===== config.mk =====
export PLATFORM = sky130hd
export DESIGN_NAME = ccr_channel_regs
export DESIGN_NICKNAME = d
export VERILOG_FILES = /design/src/inc/ccr_pkg.sv /design/src/rtl/ccr_byte_reg.sv /design/src/rtl/ccr_channel_regs.sv
export SDC_FILE = /design/constraint.sdc
export NUM_CORES = 1
export LEC_CHECK = 0
export ABC_AREA = 1
export BUFFER_PORTS_ARGS = -buffer_cell sky130_fd_sc_hd__buf_2
export CAP_MARGIN = 15
export CORE_MARGIN = 4
export CORE_UTILIZATION = 40
export DETAILED_ROUTE_END_ITERATION = 10
export PLACE_DENSITY_LB_ADDON = 0.12
export REMOVE_ABC_BUFFERS = 1
export SLEW_MARGIN = 20
export SYNTH_ARGS = -nofsm -noshare
export SYNTH_HDL_FRONTEND = slang
export SYNTH_SLANG_ARGS = --single-unit

===== constraint.sdc =====
create_clock -name i_clk -period 1.34 [get_ports i_clk]
set_input_delay 0.134 -clock i_clk [delete_from_list [all_inputs] [get_ports i_clk]]
set_output_delay 0.134 -clock i_clk [all_outputs]
set_load 0.01 [all_outputs]

===== src/inc/ccr_pkg.sv =====
// Constants for the channel control register set.
// Assumes a single 250 MHz clock and odd byte parity throughout.

package ccr_pkg;

  // ====================================================================
  // Widths
  localparam int BYTE_W = 8;
  localparam int CTL_BYTES = 8;
  localparam int CTL_W = BYTE_W * CTL_BYTES;

  // ====================================================================
  // Parity and reset values
  localparam logic [7:0] BYTE_CLEAR = 8'h00;
  localparam logic PAR_CLEAR = 1'b1;

  // ====================================================================
  // Local store word codes
  localparam logic [1:0] WORD0 = 2'h0;
  localparam logic [1:0] WORD1 = 2'h1;
  localparam logic [1:0] WORD2 = 2'h2;
  localparam logic [1:0] WORD3 = 2'h3;
  localparam logic [7:0] LS_FIRST_ADDR = 8'h00;
  localparam logic [7:0] LS_LAST_ADDR = 8'hff;

  // ====================================================================
  // Control register contents
  typedef enum logic [2:0] {
    CTL_EMPTY = 3'h0,
    CTL_CAW = 3'h1,
    CTL_CSW_W0 = 3'h2,
    CTL_UCW1 = 3'h3,
    CTL_CSW_W2 = 3'h4,
    CTL_CSW_W3 = 3'h5
  } ccr_ctl_kind_type;

  // ====================================================================
  // Master reset sequencer
  typedef enum logic [1:0] {
    MR_IDLE = 2'h0,
    MR_TIMING = 2'h1,
    MR_SWEEP = 2'h2,
    MR_PULSE = 2'h3
  } ccr_mr_state_type;

  // ====================================================================
  // Timing
  localparam int CLK_PERIOD_PS = 4000;
  localparam int MR_TIME_US = 6;
  localparam int MR_PULSE_US = 2;
  // Least time rounds up, pulse length rounds down
  localparam int MR_CYCLES_I = (MR_TIME_US * 1000000 + CLK_PERIOD_PS - 1) / CLK_PERIOD_PS;
  localparam int MR_PULSE_CYCLES_I = (MR_PULSE_US * 1000000) / CLK_PERIOD_PS;
  localparam logic [10:0] MR_CYCLES = 11'(MR_CYCLES_I);
  localparam logic [10:0] MR_PULSE_CYCLES = 11'(MR_PULSE_CYCLES_I);
  localparam logic [10:0] CNT_ZERO = 11'h000;
  localparam logic [10:0] CNT_ONE = 11'h001;

endpackage : ccr_pkg


===== src/rtl/ccr_byte_reg.sv =====
// One byte register with odd parity, cleared by master reset.
// Assumes clear and load come from the same clock domain.
`timescale 1ns/100ps
`default_nettype none

module ccr_byte_reg (
  input wire logic i_clk,
  input wire logic i_clear,
  input wire logic i_load,
  input wire logic [7:0] i_data,
  output logic [8:0] o_byte
);

  // ====================================================================
  // Storage
  logic [7:0] data_reg;
  logic par_reg;

  // No machine reset here: only master reset or a load alters contents
  always_ff @(posedge i_clk) begin
    if (i_clear) begin
      data_reg <= ccr_pkg::BYTE_CLEAR;
      par_reg <= ccr_pkg::PAR_CLEAR;
    end else if (i_load) begin
      data_reg <= i_data;
      par_reg <= ~^i_data;
    end
  end

  assign o_byte = {par_reg, data_reg};

endmodule : ccr_byte_reg
`default_nettype wire


===== src/rtl/ccr_channel_regs.sv =====
// Channel control register set with master reset storage clear.
// Assumes all strobes are one-cycle pulses synchronous to i_clk.
`timescale 1ns/100ps
`default_nettype none

module ccr_channel_regs (
  input wire logic i_clk,
  input wire logic i_sys_rst,
  input wire logic i_master_reset,
  input wire logic i_caw_load,
  input wire logic [63:0] i_caw_data,
  input wire logic i_ls_fetch_to_ctl,
  input wire logic i_manual_ls_fetch,
  input wire logic [63:0] i_ls_rdata,
  input wire logic i_ls_op,
  input wire logic [1:0] i_ls_word,
  input wire logic i_diag_ls_test,
  input wire logic i_sim_mode,
  input wire logic i_mpx_sim_write,
  input wire logic [7:0] i_mpx_sim_data,
  input wire logic i_ssc_sim_write,
  input wire logic [7:0] i_ssc_sim_data,
  input wire logic i_start_ccw_fetch,
  input wire logic i_chain_ccw_fetch,
  input wire logic [7:0] i_ccw_cmd,
  input wire logic i_login2,
  input wire logic [7:0] i_log_addr,
  input wire logic i_ibf_set,
  input wire logic [7:0] i_ibf_addr,
  input wire logic i_cpu_ua_load,
  input wire logic [7:0] i_cpu_unit_address_lines,
  input wire logic i_pseudo_test_io,
  input wire logic i_mpx_init_sel,
  input wire logic i_svc_req,
  input wire logic [7:0] i_bus_in,
  input wire logic i_seq_cpu,
  input wire logic i_seq_mpx,
  input wire logic i_seq_ssc,
  input wire logic [7:0] i_ssc_ua,
  output logic [63:0] o_ctl_data,
  output logic [7:0] o_ctl_par,
  output logic [2:0] o_ctl_kind,
  output logic [8:0] o_mpx_sim,
  output logic [8:0] o_ssc_sim,
  output logic [8:0] o_cmd,
  output logic [8:0] o_chain_cmd,
  output logic [8:0] o_logout,
  output logic [8:0] o_intq,
  output logic [8:0] o_init_ua,
  output logic [8:0] o_mpx_ua,
  output logic [8:0] o_ua_or,
  output logic [7:0] o_ls_addr,
  output logic [1:0] o_ls_word,
  output logic o_ls_clear_wr,
  output logic o_mr_flag,
  output logic o_mr_pulse
);

  // ====================================================================
  // Control register byte lanes
  logic ctl_load;
  logic [63:0] ctl_src;
  logic [71:0] ctl_bytes;
  logic [2:0] ctl_kind_reg;
  logic ctl_word_fetch;
  logic ctl_ucw1_fetch;

  // Status words come only from words 0, 2 and 3
  assign ctl_word_fetch = i_ls_fetch_to_ctl && (i_ls_word != ccr_pkg::WORD1);
  assign ctl_ucw1_fetch = i_manual_ls_fetch && (i_ls_word == ccr_pkg::WORD1);
  assign ctl_load = i_caw_load || ctl_word_fetch || ctl_ucw1_fetch;
  assign ctl_src = i_caw_load ? i_caw_data : i_ls_rdata;

  genvar g;
  generate
    for (g = 0; g < ccr_pkg::CTL_BYTES; g++) begin : g_ctl
      ccr_byte_reg u_lane (
        .i_clk(i_clk),
        .i_clear(i_master_reset),
        .i_load(ctl_load),
        .i_data(ctl_src[g*8 +: 8]),
        .o_byte(ctl_bytes[g*9 +: 9])
      );
      assign o_ctl_data[g*8 +: 8] = ctl_bytes[g*9 +: 8];
      assign o_ctl_par[g] = ctl_bytes[g*9 + 8];
    end
  endgenerate

  // ====================================================================
  // Control register kind
  always_ff @(posedge i_clk) begin
    if (i_master_reset) begin
      ctl_kind_reg <= ccr_pkg::CTL_EMPTY;
    end else if (i_caw_load) begin
      ctl_kind_reg <= ccr_pkg::CTL_CAW;
    end else if (ctl_ucw1_fetch) begin
      ctl_kind_reg <= ccr_pkg::CTL_UCW1;
    end else if (ctl_word_fetch) begin
      case (i_ls_word)
        ccr_pkg::WORD0: ctl_kind_reg <= ccr_pkg::CTL_CSW_W0;
        ccr_pkg::WORD2: ctl_kind_reg <= ccr_pkg::CTL_CSW_W2;
        ccr_pkg::WORD3: ctl_kind_reg <= ccr_pkg::CTL_CSW_W3;
        default: ctl_kind_reg <= ctl_kind_reg;
      endcase
    end
  end

  assign o_ctl_kind = ctl_kind_reg;

  // ====================================================================
  // Simulate I/O registers, untouched by machine reset
  logic mpx_sim_load;
  logic ssc_sim_load;

  assign mpx_sim_load = i_sim_mode && i_mpx_sim_write;
  assign ssc_sim_load = i_sim_mode && i_ssc_sim_write;

  ccr_byte_reg u_mpx_sim (
    .i_clk(i_clk),
    .i_clear(1'b0),
    .i_load(mpx_sim_load),
    .i_data(i_mpx_sim_data),
    .o_byte(o_mpx_sim)
  );

  ccr_byte_reg u_ssc_sim (
    .i_clk(i_clk),
    .i_clear(1'b0),
    .i_load(ssc_sim_load),
    .i_data(i_ssc_sim_data),
    .o_byte(o_ssc_sim)
  );

  // ====================================================================
  // Command, logout and queue registers
  ccr_byte_reg u_cmd (
    .i_clk(i_clk),
    .i_clear(i_master_reset),
    .i_load(i_start_ccw_fetch),
    .i_data(i_ccw_cmd),
    .o_byte(o_cmd)
  );

  ccr_byte_reg u_chain_cmd (
    .i_clk(i_clk),
    .i_clear(i_master_reset),
    .i_load(i_chain_ccw_fetch),
    .i_data(i_ccw_cmd),
    .o_byte(o_chain_cmd)
  );

  ccr_byte_reg u_logout (
    .i_clk(i_clk),
    .i_clear(i_master_reset),
    .i_load(i_login2),
    .i_data(i_log_addr),
    .o_byte(o_logout)
  );

  // Storage test writes the active address so the lane can be checked
  logic intq_load;
  logic [7:0] intq_src;

  assign intq_load = i_ibf_set || i_diag_ls_test;
  assign intq_src = i_ibf_set ? i_ibf_addr : o_ua_or[7:0];

  ccr_byte_reg u_intq (
    .i_clk(i_clk),
    .i_clear(i_master_reset),
    .i_load(intq_load),
    .i_data(intq_src),
    .o_byte(o_intq)
  );

  // ====================================================================
  // Unit address registers
  logic init_ua_load;
  logic [7:0] init_ua_src;
  logic mpx_ua_load;
  logic [7:0] mpx_ua_src;

  assign init_ua_load = i_cpu_ua_load || i_pseudo_test_io;
  assign init_ua_src = i_pseudo_test_io ? o_ua_or[7:0] : i_cpu_unit_address_lines;

  ccr_byte_reg u_init_ua (
    .i_clk(i_clk),
    .i_clear(i_master_reset),
    .i_load(init_ua_load),
    .i_data(init_ua_src),
    .o_byte(o_init_ua)
  );

  // Initial selection wins over a service request in the same cycle
  assign mpx_ua_load = i_mpx_init_sel || i_svc_req;
  assign mpx_ua_src = i_mpx_init_sel ? o_init_ua[7:0] : i_bus_in;

  ccr_byte_reg u_mpx_ua (
    .i_clk(i_clk),
    .i_clear(i_master_reset),
    .i_load(mpx_ua_load),
    .i_data(mpx_ua_src),
    .o_byte(o_mpx_ua)
  );

  // ====================================================================
  // Unit address OR
  logic [7:0] ua_or_next;
  logic [7:0] ua_or_reg;
  logic ua_or_par_reg;

  // A true OR: overlapping sequences merge rather than arbitrate
  always_comb begin
    ua_or_next = ccr_pkg::BYTE_CLEAR;
    if (i_seq_cpu) begin
      ua_or_next = ua_or_next | o_init_ua[7:0];
    end
    if (i_seq_mpx) begin
      ua_or_next = ua_or_next | o_mpx_ua[7:0];
    end
    if (i_seq_ssc) begin
      ua_or_next = ua_or_next | i_ssc_ua;
    end
  end

  always_ff @(posedge i_clk) begin
    if (i_sys_rst) begin
      ua_or_reg <= ccr_pkg::BYTE_CLEAR;
      ua_or_par_reg <= ccr_pkg::PAR_CLEAR;
    end else begin
      ua_or_reg <= ua_or_next;
      ua_or_par_reg <= ~^ua_or_next;
    end
  end

  assign o_ua_or = {ua_or_par_reg, ua_or_reg};

  // ====================================================================
  // Master reset sequencer
  ccr_pkg::ccr_mr_state_type mr_state_reg;
  logic [10:0] mr_cnt_reg;
  logic [7:0] sweep_addr_reg;

  always_ff @(posedge i_clk) begin
    if (i_sys_rst) begin
      mr_state_reg <= ccr_pkg::MR_IDLE;
      mr_cnt_reg <= ccr_pkg::CNT_ZERO;
      sweep_addr_reg <= ccr_pkg::LS_FIRST_ADDR;
    end else begin
      case (mr_state_reg)
        ccr_pkg::MR_IDLE: begin
          mr_cnt_reg <= ccr_pkg::CNT_ONE;
          if (i_master_reset) begin
            mr_state_reg <= ccr_pkg::MR_TIMING;
          end
        end
        ccr_pkg::MR_TIMING: begin
          // Released early: the reset was too short to clear storage
          if (!i_master_reset) begin
            mr_state_reg <= ccr_pkg::MR_IDLE;
          end else if (mr_cnt_reg == ccr_pkg::MR_CYCLES - ccr_pkg::CNT_ONE) begin
            mr_state_reg <= ccr_pkg::MR_SWEEP;
            sweep_addr_reg <= ccr_pkg::LS_FIRST_ADDR;
          end else begin
            mr_cnt_reg <= mr_cnt_reg + ccr_pkg::CNT_ONE;
          end
        end
        ccr_pkg::MR_SWEEP: begin
          // Pulse counts from zero so it spans the full pulse time
          mr_cnt_reg <= ccr_pkg::CNT_ZERO;
          if (sweep_addr_reg == ccr_pkg::LS_LAST_ADDR) begin
            mr_state_reg <= ccr_pkg::MR_PULSE;
          end else begin
            sweep_addr_reg <= sweep_addr_reg + 8'h01;
          end
        end
        ccr_pkg::MR_PULSE: begin
          if (mr_cnt_reg == ccr_pkg::MR_PULSE_CYCLES) begin
            if (!i_master_reset) begin
              mr_state_reg <= ccr_pkg::MR_IDLE;
            end
          end else begin
            mr_cnt_reg <= mr_cnt_reg + ccr_pkg::CNT_ONE;
          end
        end
        default: mr_state_reg <= ccr_pkg::MR_IDLE;
      endcase
    end
  end

  assign o_mr_flag = (mr_state_reg == ccr_pkg::MR_SWEEP);
  assign o_ls_clear_wr = o_mr_flag;
  assign o_mr_pulse = (mr_state_reg == ccr_pkg::MR_PULSE) &&
                      (mr_cnt_reg != ccr_pkg::MR_PULSE_CYCLES);

  // ====================================================================
  // Local store word select and address
  logic [1:0] ls_word_reg;

  always_ff @(posedge i_clk) begin
    if (i_sys_rst) begin
      ls_word_reg <= ccr_pkg::WORD0;
    end else if (i_master_reset || i_diag_ls_test) begin
      ls_word_reg <= ccr_pkg::WORD1;
    end else if (i_ls_op) begin
      ls_word_reg <= i_ls_word;
    end
  end

  assign o_ls_word = o_mr_flag ? ccr_pkg::WORD1 : ls_word_reg;
  assign o_ls_addr = o_mr_flag ? sweep_addr_reg : ua_or_reg;
endmodule : ccr_channel_regs
`default_nettype wire


Word-level counts from Yosys, hierarchy flattened:

Index checks and enable logic that the tools add are counted.

* bits in registers: 179
* logic and storage cells: 142

* reductions and logical operators: 45
* eq/ne operators: 21
* multiplexer cells: 30
* bitwise gates (word level): 2
* $add $sub $neg: 2

Operator list (count)
* XNOR reduction 8 bit: 16
* two-way mux 8 bit: 10
* two-way mux 64 bit: 1
* case mux 11 bit (4 select lines): 1
* two-way mux 11 bit: 3
* two-way mux 2 bit: 9
* inequality test 2 bit, second input constant: 8
* bitwise OR 8 bit: 2
* case mux 8 bit (2 select lines): 1
* adder 11 x 1 -> 11 bit, second input constant: 1
* == test 11 bit, second input constant: 1
* == test 11 x 9 -> 1 bit, second input constant: 1
* inequality test 11 x 9 -> 1 bit, second input constant: 1
* case mux 3 bit (3 select lines): 1
* adder 8 x 1 -> 8 bit, second input constant: 1
* == test 2 bit, second input constant: 4
* == test 8 bit, second input constant: 1
* case mux 2 bit (4 select lines): 1
* logical OR 1 bit: 6
* AND reduction 2 bit: 3
* nonzero test 2 bit: 3
* nonzero test 3 bit: 2
* logical AND 1 bit: 5
* AND reduction 5 bit: 1
* other kinds (11): 17

Longest topological paths before layout:

* depth in word-level cells: 6
* gate-level depth with buffers: 13
* mapped depth without buffers: 11

Cells and area by module:

Synthesis repeated with hierarchy kept, for this count alone.

* cells, all modules: 1883
* area, all modules: 11160.7 µm²

Modules (own cells, without submodules)
* ccr_byte_reg: area an instance 491.7 µm², instances 16, cells each 77
* ccr_channel_regs: area an instance 3293.2 µm², instances 1, cells each 651

Worst setup path after synthesis:

Ideal clock, no wire load.

* kind: reg-to-reg
* from: register mr_cnt_reg[0]
* to: register sweep_addr_reg[4]
* stages on the path, launching flop included: 11
* path buffers: 0
* setup time: 115 ps
* setup slack: -144 ps
* data arrival time: 1369 ps
* data required time: 1225 ps
* cells stage by stage: dfxtp_1 -> ha_1 -> inv_1 -> nor2_1 -> nand3_1 -> nand2_1 -> nand2_2 -> nor2_1 -> nand3_1 -> nand2_1 -> nor2_1

* word-level cells in the longest chain between the ends: 3

Ends and longest elaborated chain
* start, declared: line ccr_channel_regs.sv:240 `logic [10:0] mr_cnt_reg;`
* start signal, assigned: line ccr_channel_regs.sv:246 `mr_cnt_reg <= ccr_pkg::CNT_ZERO;`
* start signal, assigned: line ccr_channel_regs.sv:251 `mr_cnt_reg <= ccr_pkg::CNT_ONE;`
* start signal, assigned: line ccr_channel_regs.sv:264 `mr_cnt_reg <= mr_cnt_reg + ccr_pkg::CNT_ONE;`
* == test 11 bit: line ccr_channel_regs.sv:260 `end else if (mr_cnt_reg == ccr_pkg::MR_CYCLES - ccr_pkg::CNT_ONE) begin`
* inequality test 2 bit (no line)
* AND reduction 4 bit (no line)
* end signal, assigned: line ccr_channel_regs.sv:247 `sweep_addr_reg <= ccr_pkg::LS_FIRST_ADDR;`
* end signal, assigned: line ccr_channel_regs.sv:262 `sweep_addr_reg <= ccr_pkg::LS_FIRST_ADDR;`
* end signal, assigned: line ccr_channel_regs.sv:273 `sweep_addr_reg <= sweep_addr_reg + 8'h01;`
* end, declared: line ccr_channel_regs.sv:241 `logic [7:0] sweep_addr_reg;`

No other way between the ends.
A chain may end at the register's enable or synchronous reset.

Worst setup path in the final report:

* from: register mr_cnt_reg[5]
* to: output port o_mr_pulse

* word-level cells in the longest chain between the ends: 2

Ends and longest elaborated chain
* inequality test 11 x 9 -> 1 bit: line ccr_channel_regs.sv:293 `(mr_cnt_reg != ccr_pkg::MR_PULSE_CYCLES);`
* logical AND 1 bit: line ccr_channel_regs.sv:292 `assign o_mr_pulse = (mr_state_reg == ccr_pkg::MR_PULSE) &&`
* end, declared: line ccr_channel_regs.sv:56 `output logic o_mr_pulse`

No other way between the ends.

==> impl_metrics.json <==
{
  "outcome": "finished with violations",
  "violations": "negative setup slack",
  "wl_mm": 32.9,
  "detail-route-antenna-nets": 0,
  "crit_required_ns": 1.21,
  "synthCells": 1367,
  "synth_top_area_share_pct": 33.8,
  "synth_top_family_by_area": "simple AND/OR/NAND/NOR gates",
  "power_mw": 16.3,
  "final_cell_mix": "nand2_1, buf_2, buf_4, nor2_1, dfxtp_1",
  "fillers": 2076,
  "power_density_mw_per_mm2": 1080,
  "final_common_cell": "nand2_1",
  "ys_warn_count": 0,
  "synth_cell_type_count": 36,
  "drc_errors": 0,
  "largest_register_ffs": 64,
  "fin_crit_sh_pct": 129,
  "max_stage_delay_ns": 0.39,
  "grt_max_degree": 68,
  "synth-edff-count": 18,
  "root_buffer": "clkbuf_16",
  "cts.reportedPaths.clkPinSlew_ns": 0.07,
  "synth-adder-area-share_pct": 0.393,
  "drtPass1Iterations": 5,
  "die_x_um": 163,
  "cpMostUsedCell": "buf_6",
  "io_pins": 385,
  "arrival_ns": 1.59,
  "rows": 56,
  "hold_class": "input port to flop",
  "worstMarginPinSlew_ns": 0.436,
  "ys_seq_area_share_pct": 39.4,
  "final_nets": 2192,
  "muxShareOfSynthArea_pct": 0,
  "crit_type": "flop to primary output",
  "grtUsageTotal_pct": 24.0,
  "drt_iter0_drc": 634,
  "cts_tree": "yes",
  "die_area_mm2": 0.0264,
  "synth-compound-area-share_pct": 14.5,
  "crit_path_max_fanout": 3,
  "stdcell_area_mm2": 0.0151,
  "path_cells": "nand2_1 -> nor2_1 -> nand3_2 -> nand2_2 -> buf_6 -> inv_2 -> buf_6",
  "end_kind": "primary output",
  "post_synth.cell_area_avg_um2": 6.99,
  "synth_seq_cells": 179,
  "yosys.area_share.simple_pct": 26.2,
  "r2r_slack_ns": -0.33,
  "synth_top_area_cell": "dfxtp_1",
  "clock_latency_ns": 0.43,
  "hpwl_mm": 24.1,
  "peakVddDrop_uv": 682,
  "synthTopCellsByArea": "dfxtp_1, nand2_1, o21ai_0, xnor2_1, nor2_1",
  "drive_above_1_share_pct": 38.1,
  "gp_congestion": 0.897,
  "timing.hold.ws_ns": 0.0169,
  "max_freq_mhz": 580,
  "finClkSkew_ns": 0.00935,
  "min_period_ns": 1.72,
  "post_dp_cell_area_mm2": 0.0129,
  "avgViaCountPerCell": 4.75,
  "p_leak_nw": 7.70,
  "maxCapViolations": 0,
  "layout_setup_ws_ns": -0.383,
  "grt_pass1_vias": 10800,
  "slew_violations": 0,
  "cts_sinks": 179,
  "async_reset_ff_share_pct": 0,
  "synth_xor_area_share_pct": 10.9,
  "crit_path_top_delay_cell": "dfxtp_1",
  "grt-ovfl-total": 0,
  "synth-main-ff-cell": "dfxtp_1",
  "syn_area_mm2": 0.00955,
  "port_buffers": 384,
  "grt_pass1_wl_mm": 52.1,
  "antenna_found_initial": 0,
  "core_area_mm2": 0.0235,
  "vias": 11000,
  "slew_headroom_pct": 71.0,
  "grt_setup_unrepaired": "true",
  "htreeDepth": 4,
  "cts_buffers": 17,
  "n_antenna_cell": 0,
  "finalSetupViolations": 35,
  "initial_utilization_pct": 40.7,
  "avgRoutedWirePerCell_um": 14.3,
  "cts_buffer_depth": 2,
  "fp.dieH_um": 163,
  "start_kind": "flop",
  "areaGrowthSynthToFinish_pct": 58.4,
  "hold_viol": 0
}
## per-stage QoR
| stage | setup slack, ns | cells | util [%] | setup TNS [ns] |
|---|---|---|---|---|
| floorplan | -1.22 | 1291 | - | -120.86 |
| global placement | -0.163 | 2173 | 54.9 | -9.09 |
| detailed placement | -0.215 | 2173 | 54.9 | -11.98 |
| CTS | -0.360 | 2296 | 62.4 | -5.10 |
| global route | -0.458 | 2305 | 64.4 | -11.40 |
| finish | -0.383 | 2305 | 64.4 | -8.10 |
## worst max-delay path, delay by kind of cell (launching register included)
family | cells | cell delay [ns]
buffers and inverters | 3 | 0.23
flip-flops | 1 | 0.39
AND/OR/NAND/NOR | 4 | 0.53
## metal layers
layer	track usage, %	vias to the layer above	routed length, um
li1	-	5590	-
met1	28.5	4978	13400
met2	43.7	343	16800
met3	5.11	46	1960
met4	7.00	0	730
met5	0	-	0
## what timing repair did
action | CTS | global route
setup buffers | 18 | 9
cloned | 2 | 1
pin swaps | 25 | 36
resized for setup | 95 | 111
hold endpoints to repair | 77 | 0
hold buffers | 78 | 0
endpoints found under the setup margin | 37 | 41
## cell usage after synthesis (2+ instances only)
cell type / n
nor3b_1: 2
buf_1: 2
nand4_1: 8
nand2_1: 448
nor2_2: 4
a211oi_1: 4
inv_1: 93
xor2_1: 44
a31oi_1: 61
ha_1: 3
nor3_1: 2
nand2_2: 2
xnor2_2: 2
a21oi_2: 2
xnor2_1: 71
nor2_1: 150
nand3_1: 28
clkbuf_1: 29
buf_2: 12
o21ai_0: 130
o21ai_1: 16
buf_6: 9
a21oi_1: 28
edfxtp_1: 18
dfxtp_1: 161
buf_4: 24
o21ai_2: 3
clkinv_1: 3
## final cells by class
class / instances / area [um2] / area share [%]
timing repair buffer: 663 / 4450 / 29.4
multi-input combinational: 1014 / 5490 / 36.3
clock inverter: 15 / 184 / 1.22
inverter: 98 / 390 / 2.58
clock buffer: 17 / 425 / 2.81
tap: 319 / 399 / 2.64
sequential: 179 / 3790 / 25.1
## worst paths after layout
check,from,endpoint,cells after the start
max,mr_cnt_reg[5],o_mr_pulse,7
min,i_ls_rdata[45],g_ctl[5].u_lane.data_reg[5],3
max reg2reg,mr_cnt_reg[1],mr_cnt_reg[0],12
min reg2reg,o_ctl_kind[2],o_ctl_kind[2],2
## power breakdown
group          total [mW]  switching, mW  internal [mW]
Sequential           6.16          0.268           5.90
Clock                5.20           2.50           2.69
Combinational        4.93           2.63           2.30
## cells by family (layout without fill, tap and decap cells)
| logic type | after synthesis | after routing |
|---|---|---|
| adder cells (fa/ha/maj) | 3 | 3 |
| flip-flops | 179 | 179 |
| buffers and inverters | 174 | 793 |
| XOR/XNOR | 117 | 117 |
| AND/OR/NAND/NOR | 644 | 644 |
| AO/OA/AOI/OAI | 250 | 250 |
(Power assumes the default switching activity.)
